## config.mk

```make
export PLATFORM = sky130hd
export DESIGN_NAME = scd_device_flat
export DESIGN_NICKNAME = d
export VERILOG_FILES = /design/src/core/scd_pkg.sv /design/src/core/scd_if.sv /design/src/core/scd_device.sv /design/src/flat_wrapper.sv
export SDC_FILE = /design/constraint.sdc
export NUM_CORES = 1
export LEC_CHECK = 0
export ABC_AREA = 0
export BUFFER_PORTS_ARGS = -buffer_cell sky130_fd_sc_hd__buf_2
export CAP_MARGIN = 5
export CORE_MARGIN = 2
export CORE_UTILIZATION = 48
export DETAILED_ROUTE_END_ITERATION = 8
export GPL_ROUTABILITY_DRIVEN = 0
export PLACE_DENSITY = 0.88
export SLEW_MARGIN = 20
export SYNTH_ARGS = -nofsm -noshare
export SYNTH_HDL_FRONTEND = slang
export SYNTH_SLANG_ARGS = --single-unit
export TNS_END_PERCENT = 100
```

## constraint.sdc

```tcl
create_clock -name CLK_SYS -period 2.7 [get_ports CLK_SYS]
set_input_delay 0.54 -clock CLK_SYS [delete_from_list [all_inputs] [get_ports CLK_SYS]]
set_output_delay 0.54 -clock CLK_SYS [all_outputs]
set_load 0.05 [all_outputs]
```

## src/core/scd_pkg.sv

```systemverilog
// Package of shared constants and types for the sample clock delay and mark block.
package scd_pkg;

   // Widths of samples and delay settings.
   localparam int SAMPLE_W = 12;
   localparam int NARROW_W = 8;
   localparam int DELAY_W = 8;

   // Ramp timing: one ramp interval is 256 device clock cycles.
   localparam int RAMP_INTERVAL = 256;
   localparam logic [7:0] RAMP_LAST = 8'hFF;
   localparam logic [7:0] RAMP_STEP_SLOW = 8'h01;
   localparam logic [7:0] RAMP_STEP_FAST = 8'h04;

   // Pipeline latency of the converter core, in device clock cycles.
   localparam int CORE_LATENCY = 4;

   // Reset values of the delay controls.
   localparam logic [7:0] COARSE_RESET = 8'h00;
   localparam logic [7:0] FINE_RESET = 8'h00;

   // Sampling mode of the converter.
   typedef enum logic {
      SCD_DUAL,
      SCD_SINGLE
   } scd_mode_t;

endpackage : scd_pkg

```

## src/core/scd_if.sv

```systemverilog
// Interface joining the converter end and the controlling receiver end.
`timescale 1ns/1ps
interface scd_if;
   import scd_pkg::*;

   // Control from the controller to the converter.
   logic mark_enable;
   logic narrow_format;
   logic decimation_mode;
   scd_mode_t mode;
   logic half_period_clock_invert;
   logic [7:0] coarse_delay_setting;
   logic coarse_write;
   logic [7:0] fine_delay_setting;
   logic delay_ramp_enable;
   logic delay_ramp_speed;
   logic sysref;
   // Data and status from the converter.
   logic [11:0] sample_rise;
   logic [11:0] sample_fall;
   logic sample_valid;
   logic fall_valid;
   logic [7:0] coarse_effective;
   logic ramp_busy;
   logic sysref_captured;

   modport device (
      input mark_enable, narrow_format, decimation_mode, mode, half_period_clock_invert,
      input coarse_delay_setting, coarse_write, fine_delay_setting, delay_ramp_enable,
      input delay_ramp_speed, sysref,
      output sample_rise, sample_fall, sample_valid, fall_valid, coarse_effective,
      output ramp_busy, sysref_captured
   );
   modport host (
      output mark_enable, narrow_format, decimation_mode, mode, half_period_clock_invert,
      output coarse_delay_setting, coarse_write, fine_delay_setting, delay_ramp_enable,
      output delay_ramp_speed, sysref,
      input sample_rise, sample_fall, sample_valid, fall_valid, coarse_effective,
      input ramp_busy, sysref_captured
   );
endinterface : scd_if

```

## src/core/scd_device.sv

```systemverilog
// Converter end: trigger mark insertion, edge choice, aperture delay and ramp.
`timescale 1ns/1ps

//////////////////////////////////////////////////////////////////////////////
// Functional notes
// [RULE_01] Mark enabled: eleven upper bits plus mark.
// [RULE_02] Mark path latency equals converter core latency.
// [RULE_03] Eight-bit formats put mark in LSB.
// [RULE_04] Controller never marks with decimation modes.
// [RULE_05] Asynchronous mark sampled with analog input.
// [RULE_06] Dual mode samples each rising edge.
// [RULE_07] Single mode samples both clock edges.
// [RULE_08] Device clock drives processing and serializer.
// [RULE_09] SYSREF pulse or periodic, captured correctly.
// [RULE_10] Periodic SYSREF obeys multiframe frequency formula.
// [RULE_11] Invert control delays sampling half period.
// [RULE_12] Coarse and fine each have 256 settings.
// [RULE_13] Invert, coarse, fine delays are independent, additive.
// [RULE_14] Aperture delay shifts every internal clock.
// [RULE_15] Delay rewrites allowed live; use ramp.
// [RULE_16] Ramp steps one or four per 256.
// [RULE_17] Each coarse write with ramp restarts ramp.
// [RULE_18] SYSREF captured on deterministic clock edge.
// [RULE_19] Ramp off: coarse write applies directly.
// [RULE_20] Ramp speed bit: zero slow, one fast.
module scd_device
   import scd_pkg::*;
(
   input wire logic CLK_SYS,
   input wire logic ARST_N,
   input wire logic TRIGGER_MARK_INPUT,
   input wire logic [11:0] CORE_RISE,
   input wire logic [11:0] CORE_FALL,
   output logic [7:0] APERTURE_DELAY_COARSE,
   output logic [7:0] APERTURE_DELAY_FINE,
   output logic APERTURE_DELAY_INVERT,
   scd_if.device LINK
);

   //////////////////////////////////////////////////////////////////////////
   // Trigger mark path.

   logic [CORE_LATENCY-1:0] mark_pipe;
   logic [7:0] coarse_target;
   logic [7:0] coarse_now;
   logic [7:0] ramp_count;
   logic ramp_active;
   logic sysref_meta;
   logic sysref_sync;
   logic sysref_prev;
   logic [7:0] ramp_step;

   // Shapes one sample: mark replaces the LSB of the 12-bit or 8-bit word.
   function automatic logic [11:0] scd_mark(input logic [11:0] raw, input logic mk,
                                            input logic en, input logic narrow);
      logic [11:0] res;
      res = raw;
      if (en && narrow) begin
         res = {4'h0, raw[11:5], mk};
      end else if (en) begin
         res = {raw[11:1], mk};
      end else if (narrow) begin
         res = {4'h0, raw[11:4]};
      end
      return res;
   endfunction : scd_mark

   // Picks the coarse step of one ramp interval from the speed bit.
   // One helper keeps the rising and the falling ramp branches in step.
   function automatic logic [7:0] scd_ramp_step(input logic fast);
      logic [7:0] step;
      step = RAMP_STEP_SLOW;
      if (fast) begin
         step = RAMP_STEP_FAST;
      end
      return step;
   endfunction : scd_ramp_step

   // The pipe is as long as the core latency, so a mark taken together with
   // an analog sample leaves the block in the same output word as that sample.
   // [RULE_05] asynchronous mark capture
   // [RULE_02] matched latency pipeline
   always_ff @(posedge CLK_SYS or negedge ARST_N) begin
      if (!ARST_N) begin
         mark_pipe <= '0;
      end else begin
         mark_pipe <= {mark_pipe[CORE_LATENCY-2:0], TRIGGER_MARK_INPUT};
      end
   end

   // [RULE_01] mark into LSB
   // [RULE_03] narrow format LSB
   // [RULE_06] rising edge sample
   // [RULE_07] falling edge sample
   // [RULE_08] device clock drives output
   always_ff @(posedge CLK_SYS or negedge ARST_N) begin
      if (!ARST_N) begin
         LINK.sample_rise <= 12'h000;
         LINK.sample_fall <= 12'h000;
         LINK.sample_valid <= 1'b0;
         LINK.fall_valid <= 1'b0;
      end else begin
         LINK.sample_rise <= scd_mark(CORE_RISE, mark_pipe[CORE_LATENCY-1],
                                      LINK.mark_enable, LINK.narrow_format);
         LINK.sample_fall <= scd_mark(CORE_FALL, mark_pipe[CORE_LATENCY-1],
                                      LINK.mark_enable, LINK.narrow_format);
         LINK.sample_valid <= 1'b1;
         LINK.fall_valid <= (LINK.mode == SCD_SINGLE);
      end
   end

   //////////////////////////////////////////////////////////////////////////
   // Aperture delay and coarse ramp.

   // Captures each coarse write as the ramp target.
   always_ff @(posedge CLK_SYS or negedge ARST_N) begin
      if (!ARST_N) begin
         coarse_target <= COARSE_RESET;
      end else if (LINK.coarse_write) begin
         coarse_target <= LINK.coarse_delay_setting;
      end
   end

   // Counts 256-cycle ramp intervals; a new ramp restarts the interval.
   always_ff @(posedge CLK_SYS or negedge ARST_N) begin
      if (!ARST_N) begin
         ramp_count <= 8'h00;
      end else if (LINK.coarse_write) begin
         ramp_count <= 8'h00;
      end else begin
         ramp_count <= ramp_count + 8'h01;
      end
   end

   // Step size of the running ramp, taken from the current speed bit.
   assign ramp_step = scd_ramp_step(LINK.delay_ramp_speed);

   // Moves the effective coarse value toward the target.
   always_ff @(posedge CLK_SYS or negedge ARST_N) begin
      if (!ARST_N) begin
         coarse_now <= COARSE_RESET;
         ramp_active <= 1'b0;
      end else if (LINK.coarse_write) begin
         // [RULE_17] write restarts ramp
         // [RULE_19] direct load without ramp
         ramp_active <= LINK.delay_ramp_enable;
         if (!LINK.delay_ramp_enable) begin
            coarse_now <= LINK.coarse_delay_setting;
         end
      end else if (ramp_active && ramp_count == RAMP_LAST) begin
         // [RULE_16] gradual step per interval
         // [RULE_20] speed bit selects step
         // The last step is clamped so the ramp never overshoots the target.
         if (coarse_now < coarse_target) begin
            if (8'(coarse_target - coarse_now) <= ramp_step) begin
               coarse_now <= coarse_target;
               ramp_active <= 1'b0;
            end else begin
               coarse_now <= 8'(coarse_now + ramp_step);
            end
         end else if (coarse_now > coarse_target) begin
            if (8'(coarse_now - coarse_target) <= ramp_step) begin
               coarse_now <= coarse_target;
               ramp_active <= 1'b0;
            end else begin
               coarse_now <= 8'(coarse_now - ramp_step);
            end
         end else begin
            ramp_active <= 1'b0;
         end
      end
   end

   // [RULE_11] half period invert
   // [RULE_12] 256 coarse and fine
   // [RULE_13] independent additive controls
   // [RULE_14] delay shifts all clocks
   // [RULE_15] live rewrite accepted
   always_ff @(posedge CLK_SYS or negedge ARST_N) begin
      if (!ARST_N) begin
         APERTURE_DELAY_COARSE <= COARSE_RESET;
         APERTURE_DELAY_FINE <= FINE_RESET;
         APERTURE_DELAY_INVERT <= 1'b0;
         LINK.coarse_effective <= COARSE_RESET;
         LINK.ramp_busy <= 1'b0;
      end else begin
         APERTURE_DELAY_COARSE <= coarse_now;
         APERTURE_DELAY_FINE <= LINK.fine_delay_setting;
         APERTURE_DELAY_INVERT <= LINK.half_period_clock_invert;
         LINK.coarse_effective <= coarse_now;
         LINK.ramp_busy <= ramp_active;
      end
   end

   //////////////////////////////////////////////////////////////////////////
   // SYSREF capture.

   // Two flops settle the incoming reference; the edge detector reads the second one
   // and its one-cycle delayed copy, so a metastable first stage never reaches the capture pulse.
   // [RULE_18] deterministic edge capture
   always_ff @(posedge CLK_SYS or negedge ARST_N) begin
      if (!ARST_N) begin
         sysref_meta <= 1'b0;
         sysref_sync <= 1'b0;
         sysref_prev <= 1'b0;
         LINK.sysref_captured <= 1'b0;
      end else begin
         sysref_meta <= LINK.sysref;
         sysref_sync <= sysref_meta;
         sysref_prev <= sysref_sync;
         LINK.sysref_captured <= sysref_sync && !sysref_prev;
      end
   end

endmodule : scd_device

```

## src/flat_wrapper.sv

```systemverilog
// flat-port wrapper written by rule: the top's interface ports become plain ports
module scd_device_flat import scd_pkg::*;
  (CLK_SYS, ARST_N, TRIGGER_MARK_INPUT, CORE_RISE, CORE_FALL, APERTURE_DELAY_COARSE, APERTURE_DELAY_FINE, APERTURE_DELAY_INVERT, LINK_mark_enable, LINK_narrow_format, LINK_decimation_mode, LINK_mode, LINK_half_period_clock_invert, LINK_coarse_delay_setting, LINK_coarse_write, LINK_fine_delay_setting, LINK_delay_ramp_enable, LINK_delay_ramp_speed, LINK_sysref, LINK_sample_rise, LINK_sample_fall, LINK_sample_valid, LINK_fall_valid, LINK_coarse_effective, LINK_ramp_busy, LINK_sysref_captured);
  scd_if LINK_i ();
  input wire logic CLK_SYS;
  input wire logic ARST_N;
  input wire logic TRIGGER_MARK_INPUT;
  input wire logic [11:0] CORE_RISE;
  input wire logic [11:0] CORE_FALL;
  output logic [7:0] APERTURE_DELAY_COARSE;
  output logic [7:0] APERTURE_DELAY_FINE;
  output logic APERTURE_DELAY_INVERT;
  input wire logic [$bits(LINK_i.mark_enable)-1:0] LINK_mark_enable;
  input wire logic [$bits(LINK_i.narrow_format)-1:0] LINK_narrow_format;
  input wire logic [$bits(LINK_i.decimation_mode)-1:0] LINK_decimation_mode;
  input wire logic [$bits(LINK_i.mode)-1:0] LINK_mode;
  input wire logic [$bits(LINK_i.half_period_clock_invert)-1:0] LINK_half_period_clock_invert;
  input wire logic [$bits(LINK_i.coarse_delay_setting)-1:0] LINK_coarse_delay_setting;
  input wire logic [$bits(LINK_i.coarse_write)-1:0] LINK_coarse_write;
  input wire logic [$bits(LINK_i.fine_delay_setting)-1:0] LINK_fine_delay_setting;
  input wire logic [$bits(LINK_i.delay_ramp_enable)-1:0] LINK_delay_ramp_enable;
  input wire logic [$bits(LINK_i.delay_ramp_speed)-1:0] LINK_delay_ramp_speed;
  input wire logic [$bits(LINK_i.sysref)-1:0] LINK_sysref;
  output wire logic [$bits(LINK_i.sample_rise)-1:0] LINK_sample_rise;
  output wire logic [$bits(LINK_i.sample_fall)-1:0] LINK_sample_fall;
  output wire logic [$bits(LINK_i.sample_valid)-1:0] LINK_sample_valid;
  output wire logic [$bits(LINK_i.fall_valid)-1:0] LINK_fall_valid;
  output wire logic [$bits(LINK_i.coarse_effective)-1:0] LINK_coarse_effective;
  output wire logic [$bits(LINK_i.ramp_busy)-1:0] LINK_ramp_busy;
  output wire logic [$bits(LINK_i.sysref_captured)-1:0] LINK_sysref_captured;
  assign LINK_i.mark_enable = LINK_mark_enable;
  assign LINK_i.narrow_format = LINK_narrow_format;
  assign LINK_i.decimation_mode = LINK_decimation_mode;
  assign LINK_i.mode = LINK_mode;
  assign LINK_i.half_period_clock_invert = LINK_half_period_clock_invert;
  assign LINK_i.coarse_delay_setting = LINK_coarse_delay_setting;
  assign LINK_i.coarse_write = LINK_coarse_write;
  assign LINK_i.fine_delay_setting = LINK_fine_delay_setting;
  assign LINK_i.delay_ramp_enable = LINK_delay_ramp_enable;
  assign LINK_i.delay_ramp_speed = LINK_delay_ramp_speed;
  assign LINK_i.sysref = LINK_sysref;
  assign LINK_sample_rise = LINK_i.sample_rise;
  assign LINK_sample_fall = LINK_i.sample_fall;
  assign LINK_sample_valid = LINK_i.sample_valid;
  assign LINK_fall_valid = LINK_i.fall_valid;
  assign LINK_coarse_effective = LINK_i.coarse_effective;
  assign LINK_ramp_busy = LINK_i.ramp_busy;
  assign LINK_sysref_captured = LINK_i.sysref_captured;
  scd_device u_core (.CLK_SYS(CLK_SYS), .ARST_N(ARST_N), .TRIGGER_MARK_INPUT(TRIGGER_MARK_INPUT), .CORE_RISE(CORE_RISE), .CORE_FALL(CORE_FALL), .APERTURE_DELAY_COARSE(APERTURE_DELAY_COARSE), .APERTURE_DELAY_FINE(APERTURE_DELAY_FINE), .APERTURE_DELAY_INVERT(APERTURE_DELAY_INVERT), .LINK(LINK_i));
endmodule
```

# ---- Word level (Yosys, flattened, before mapping)
# Cells that the tools add are included.
dict set report totals {
  reg_bits 77
  inputBits 52
  out_inout_bits 53
  elab_cells 59
}
dict set report op_classes {
  n_addsub 5
  order_cmp 4
  eq_ne 4
  n_mux 21
  n_reduce_logical 8
}
# cell count
set op_table {}
lappend op_table {{12-bit two-way mux} 6}
lappend op_table {{8-bit two-way mux} 8}
lappend op_table {{8-bit by 3-bit less-or-equal comparator with 1-bit output} 2}
lappend op_table {{8-bit subtractor} 2}
lappend op_table {{8-bit by 1-bit adder with 8-bit output, second input constant} 1}
lappend op_table {{8-bit by 3-bit adder with 8-bit output} 1}
lappend op_table {{8-bit == test, second input constant} 1}
lappend op_table {{8-bit > comparator} 1}
lappend op_table {{8-bit < comparator} 1}
lappend op_table {{8-bit by 3-bit subtractor with 8-bit output} 1}
lappend op_table {{1-bit two-way mux} 6}
lappend op_table {{3-bit AND reduction} 2}
lappend op_table {{4-bit by 3-bit != test with 1-bit output, second input constant} 1}
lappend op_table {{1-bit logical AND} 3}
lappend op_table {{3-bit two-way mux} 1}
lappend op_table {{3-bit != test, second input constant} 1}
lappend op_table {{3-bit nonzero test} 1}
lappend op_table {{2-bit != test, second input constant} 1}
lappend op_table {{2-bit nonzero test} 1}
lappend op_table {{1-bit logical NOT} 1}

# ---- Longest topological paths before layout
dict set report logic_depth {
  depth_word 7
  ltp_mapped 12
  ltp_nobuf 12
}

# ---- Worst setup path before layout
# OpenSTA, ideal clock, no wires.
dict set report synth_path {
  kind {register to register}
  from {reg u_core.coarse_now[0]}
  to {reg u_core.coarse_now[7]}
  setup_time_ps 82
  t_arrival_ps 2727
  required_ps 2618
  setup_slack_ps -109
  stages_incl_launch_ff 13
  path_buffers 0
  synth_period_minus_slack_ps 2809
  path_cell_list {dfrtp_1 inv_1 ha_1 fa_1 xnor2_1 ha_1 nand2_1 o21ai_0 o2bb2ai_1 o2111ai_2 o31a_1 a221o_1 a31oi_1}
}
dict set report synth_via {
  elab_chain_cells 7
  word_cells_on_any_way 16
  classes_between {add/sub: 4; order compare: 4; mux: 6; reduce/logical: 2}
}
# element line_no
set synth_lines {}
lappend synth_lines {{start, declared} scd_device.sv:45} ;# logic [7:0] coarse_now;
lappend synth_lines {{start signal, assigned} scd_device.sv:148} ;# coarse_now <= LINK.coarse_delay_setting;
lappend synth_lines {{start signal, assigned} scd_device.sv:156} ;# coarse_now <= coarse_target;
lappend synth_lines {{start signal, assigned} scd_device.sv:159} ;# coarse_now <= 8'(coarse_now + ramp_step);
lappend synth_lines {{8-bit subtractor} scd_device.sv:162} ;# if (8'(coarse_now - coarse_target) <= ramp_step) begin
lappend synth_lines {{8-bit by 3-bit less-or-equal comparator with 1-bit output} scd_device.sv:162}
lappend synth_lines {{8-bit two-way mux} scd_device.sv:162}
lappend synth_lines {{8-bit two-way mux} scd_device.sv:161} ;# end else if (coarse_now > coarse_target) begin
lappend synth_lines {{8-bit two-way mux} scd_device.sv:154} ;# if (coarse_now < coarse_target) begin
lappend synth_lines {{8-bit two-way mux} scd_device.sv:150} ;# end else if (ramp_active && ramp_count == RAMP_LAST) begin
lappend synth_lines {{8-bit two-way mux} scd_device.sv:143} ;# end else if (LINK.coarse_write) begin
# Several ways; a longest one is shown, not always the timed one. The select of a mux whose other input is x is not followed.
# A chain may end at the register's enable or synchronous reset.

# ---- Final worst setup path
dict set report layout_path {
  from {reg u_core.coarse_now[0]}
  to {reg u_core.coarse_now[6]}
}
# Same word-level chain as after synthesis.

==> impl_metrics.env <==
export IMPL_area_growth_pct=32.0
export IMPL_path_clk_slew_ps=80
export IMPL_synth_edff_count=0
export IMPL_p_leak_nw=2.50
export IMPL_clock_sinks=77
export IMPL_ant_nets=0
export IMPL_drv_cap=0
export IMPL_antenna_cells=0
export IMPL_nets=591
export IMPL_period_share=1.09
export IMPL_fmax_mhz=340
export IMPL_synth_main_ff_cell="dfrtp_1"
export IMPL_fin_ws_ps=-243
export IMPL_cp_start_kind="register"
export IMPL_end_kind="register"
export IMPL_gr_max_usage_layer="met2"
export IMPL_violations="negative setup slack"
export IMPL_seq_area_frac_synth=0.484
export IMPL_power_frac_seq=0.325
export IMPL_rsz0062_at_grt="true"
export IMPL_grt_start_max_net_pins=78
export IMPL_pre_cts_ws_ps=-251
export IMPL_hold_path_class="in2reg"
export IMPL_wirelength_um=11200
export IMPL_worst_slew_pin_slew_ps=947
export IMPL_die_h_um=95.1
export IMPL_ioPinCount=105
export IMPL_crit_start="u_core.coarse_now[0]"
export IMPL_setup_viol=9
export IMPL_syn_inst=371
export IMPL_drc_errors=0
export IMPL_drive_gt1_frac=0.414
export IMPL_vias=3484
export IMPL_yosys_top_cells_count="dfrtp_1 (77), ha_1 (25), nor2_1 (24)"
export IMPL_cts_tree="yes"
export IMPL_seq_area_mm2=0.00193
export IMPL_nFillCells=556
export IMPL_die_w_um=95.1
export IMPL_track_usage=0.236
export IMPL_cts_buffers=9
export IMPL_netlist_area_mm2=0.00398
export IMPL_finalMaxSlewViolations=0
export IMPL_critPathMaxFanout=6
export IMPL_required_ps=3000
export IMPL_p_sw_mw=1.45
export IMPL_p_per_area_mw_per_mm2=753
export IMPL_syn_num_nets=450
export IMPL_async_reset_ff_frac=1.00
export IMPL_peakVddDrop_v=0.000298
export IMPL_drt_pass1_iterations=5
export IMPL_path_class="reg2reg"
export IMPL_dpl_cell_count=593
export IMPL_clock_path_buffers=2
export IMPL_drtIter0Drc=237
export IMPL_min_path_cells=1
export IMPL_grt_antenna_before_repair=0
export IMPL_final_util=0.646
export IMPL_synthTopCellsByArea="dfrtp_1 (48%), ha_1 (7.9%), mux2_2 (4.0%), xnor2_1 (3.5%), nor2b_1 (2.8%)"
export IMPL_dieArea_mm2=0.00904
export IMPL_hold_buffers=0
export IMPL_status="finished with violations"
export IMPL_clock_latency_ps=350
export IMPL_synth_top_area_cell="dfrtp_1"
export IMPL_synth_seq_cells=77
export IMPL_routed_via_density=5.60
export IMPL_multi_input_area_mm2=0.00197
export IMPL_min_delay_start="TRIGGER_MARK_INPUT"
export IMPL_globalRouteMet2Util=0.417
export IMPL_first_global_vias=3453
export IMPL_final_cells=622
export IMPL_synth_cell_types=56
export IMPL_grt_util_met1=0.272
export IMPL_h_tree_depth=3
export IMPL_cts_root_buf="clkbuf_8"
export IMPL_dp_hpwl_um=7520
export IMPL_power_share_switching=0.367
export IMPL_setup_tns_final_ps=-1440
export IMPL_period_minus_slack_ps=2940
export IMPL_p_clk_frac=0.277
export IMPL_overflow=0
export IMPL_finClkSkew_ps=6.74
export IMPL_r2r_start="u_core.coarse_now[0]"
export IMPL_relSlewSlack=0.368
export IMPL_synth_most_common_cell="dfrtp_1"
export IMPL_start_util=0.490
export IMPL_core_mm2=0.00813
export IMPL_port_buffers=103
export IMPL_hold_violations=0
export IMPL_r2r_cells=13
export IMPL_rows=33
export IMPL_synth_top_area_share=0.484
export IMPL_yosys_warnings=0
export IMPL_postSynthAreaPerCell_um2=10.7
export IMPL_gr_usage_met3=0.0545
export IMPL_pwr_share_comb=0.398
export IMPL_arrival_ps=3240
export IMPL_grt_pass1_wl_um=16400
export IMPL_intPower_mw=2.51
export IMPL_routedWlPerCell_um=17.9
==> metal layers <==
layer  vias to the layer above  wire (um)
met5                         -          0
met3                        39        637
li1                       1578          -
met1                      1693       4180
met2                       174       5980
met4                         0        354
==> registers in the layout, summed over array words and instances, names as in the netlist <==
register                      count
u_core.LINK.sample_fall          12
u_core.LINK.sample_rise          12
u_core.APERTURE_DELAY_FINE        8
u_core.LINK.coarse_effective      8
u_core.coarse_now                 8
u_core.coarse_target              8
u_core.ramp_count                 8
u_core.mark_pipe                  4
u_core.APERTURE_DELAY_INVERT      1
u_core.LINK.fall_valid            1
u_core.LINK.ramp_busy             1
u_core.LINK.sample_valid          1
u_core.LINK.sysref_captured       1
u_core.ramp_active                1
u_core.sysref_meta                1
u_core.sysref_prev                1
u_core.sysref_sync                1
==> timing repair <==
action | in CTS | in global routing
pin swaps | 13 | 8
setup buffers | 8 | 5
setup endpoints to repair | 9 | 9
resized for setup | 15 | 17
==> critical path, cell delays in order (launching register included) <==
cell       delay [ps]
dfrtp_1           400
inv_2              70
ha_4              160
fa_2              370
xnor2_2           140
ha_1              290
nand2_1            60
o21ai_1            70
o2bb2ai_1         140
o2111ai_2         150
o31a_1            440
buf_4             190
a221oi_1          260
a21o_1            150
==> per-stage QoR <==
step	total power [mW]	hold slack, ps	instance area, um^2
floorplan	2.22	244	3990
global placement	2.57	332	4770
detailed placement	2.62	336	4770
CTS	3.81	277	5150
global route	4.11	271	5260
finish	3.96	288	5260
==> logic make-up (layout without fill, tap and decap cells) <==
kind of cell,count (synthesis),after routing,synth area share
other,1,1,0.000942
muxes,14,14,0.0396
and+or+nand+nor,107,107,0.140
buffers and inverters,43,189,0.0531
xor gates and xnor gates,19,19,0.0418
AOI/OAI and AO/OA,83,83,0.152
DFF,77,77,0.484
adders and majority gates,27,27,0.0886
==> cell usage in the layout, fill, tap and decap left out, types with 3 or more instances in the layout <==
cell type  count
buf_2        102
dfrtp_1       77
buf_4         43
nor2_1        23
ha_1          22
inv_1         21
nor2b_1       18
o21ai_0       18
nand2_1       17
xnor2_1       14
mux2_2        14
a21oi_1       13
clkbuf_8      10
nor3_1         9
nand3_1        8
nand2b_1       5
and3_1         5
nand3b_1       5
buf_6          5
and2_1         4
o221a_2        4
xor2_1         3
a211oi_1       3
a221o_1        3
o21a_1         3
o21ai_1        3
a21o_1         3
a31oi_1        3
bufinv_16      3
==> power by group through the flow <==
| stage | sequential, mW | clock [mW] | combinational (mW) |
|---|---|---|---|
| floorplan | 1.51 | 0 | 0.710 |
| global placement | 1.30 | 0 | 1.27 |
| detailed placement | 1.31 | 0 | 1.32 |
| CTS | 1.29 | 1.10 | 1.42 |
| global route | 1.30 | 1.15 | 1.66 |
| finish | 1.29 | 1.10 | 1.58 |
==> worst paths after layout <==
check,endpoint,slack [ps]
min,u_core.mark_pipe[0],290
min reg2reg,u_core.mark_pipe[2],350
max reg2reg,u_core.coarse_now[6],-240
max,u_core.coarse_now[6],-240
min in group asynchronous,u_core.LINK.sample_rise[8],340
max in group asynchronous,u_core.coarse_target[2],1760
==> final cells by class <==
cell class | count | area share
clock buffer | 10 | 0.0262
sequential | 77 | 0.366
timing repair buffer | 150 | 0.169
tap | 105 | 0.0250
inverter | 23 | 0.0164
multi-input combinational | 251 | 0.374
clock inverter | 6 | 0.0224
Note: power is estimated with default switching activity, not from simulation.
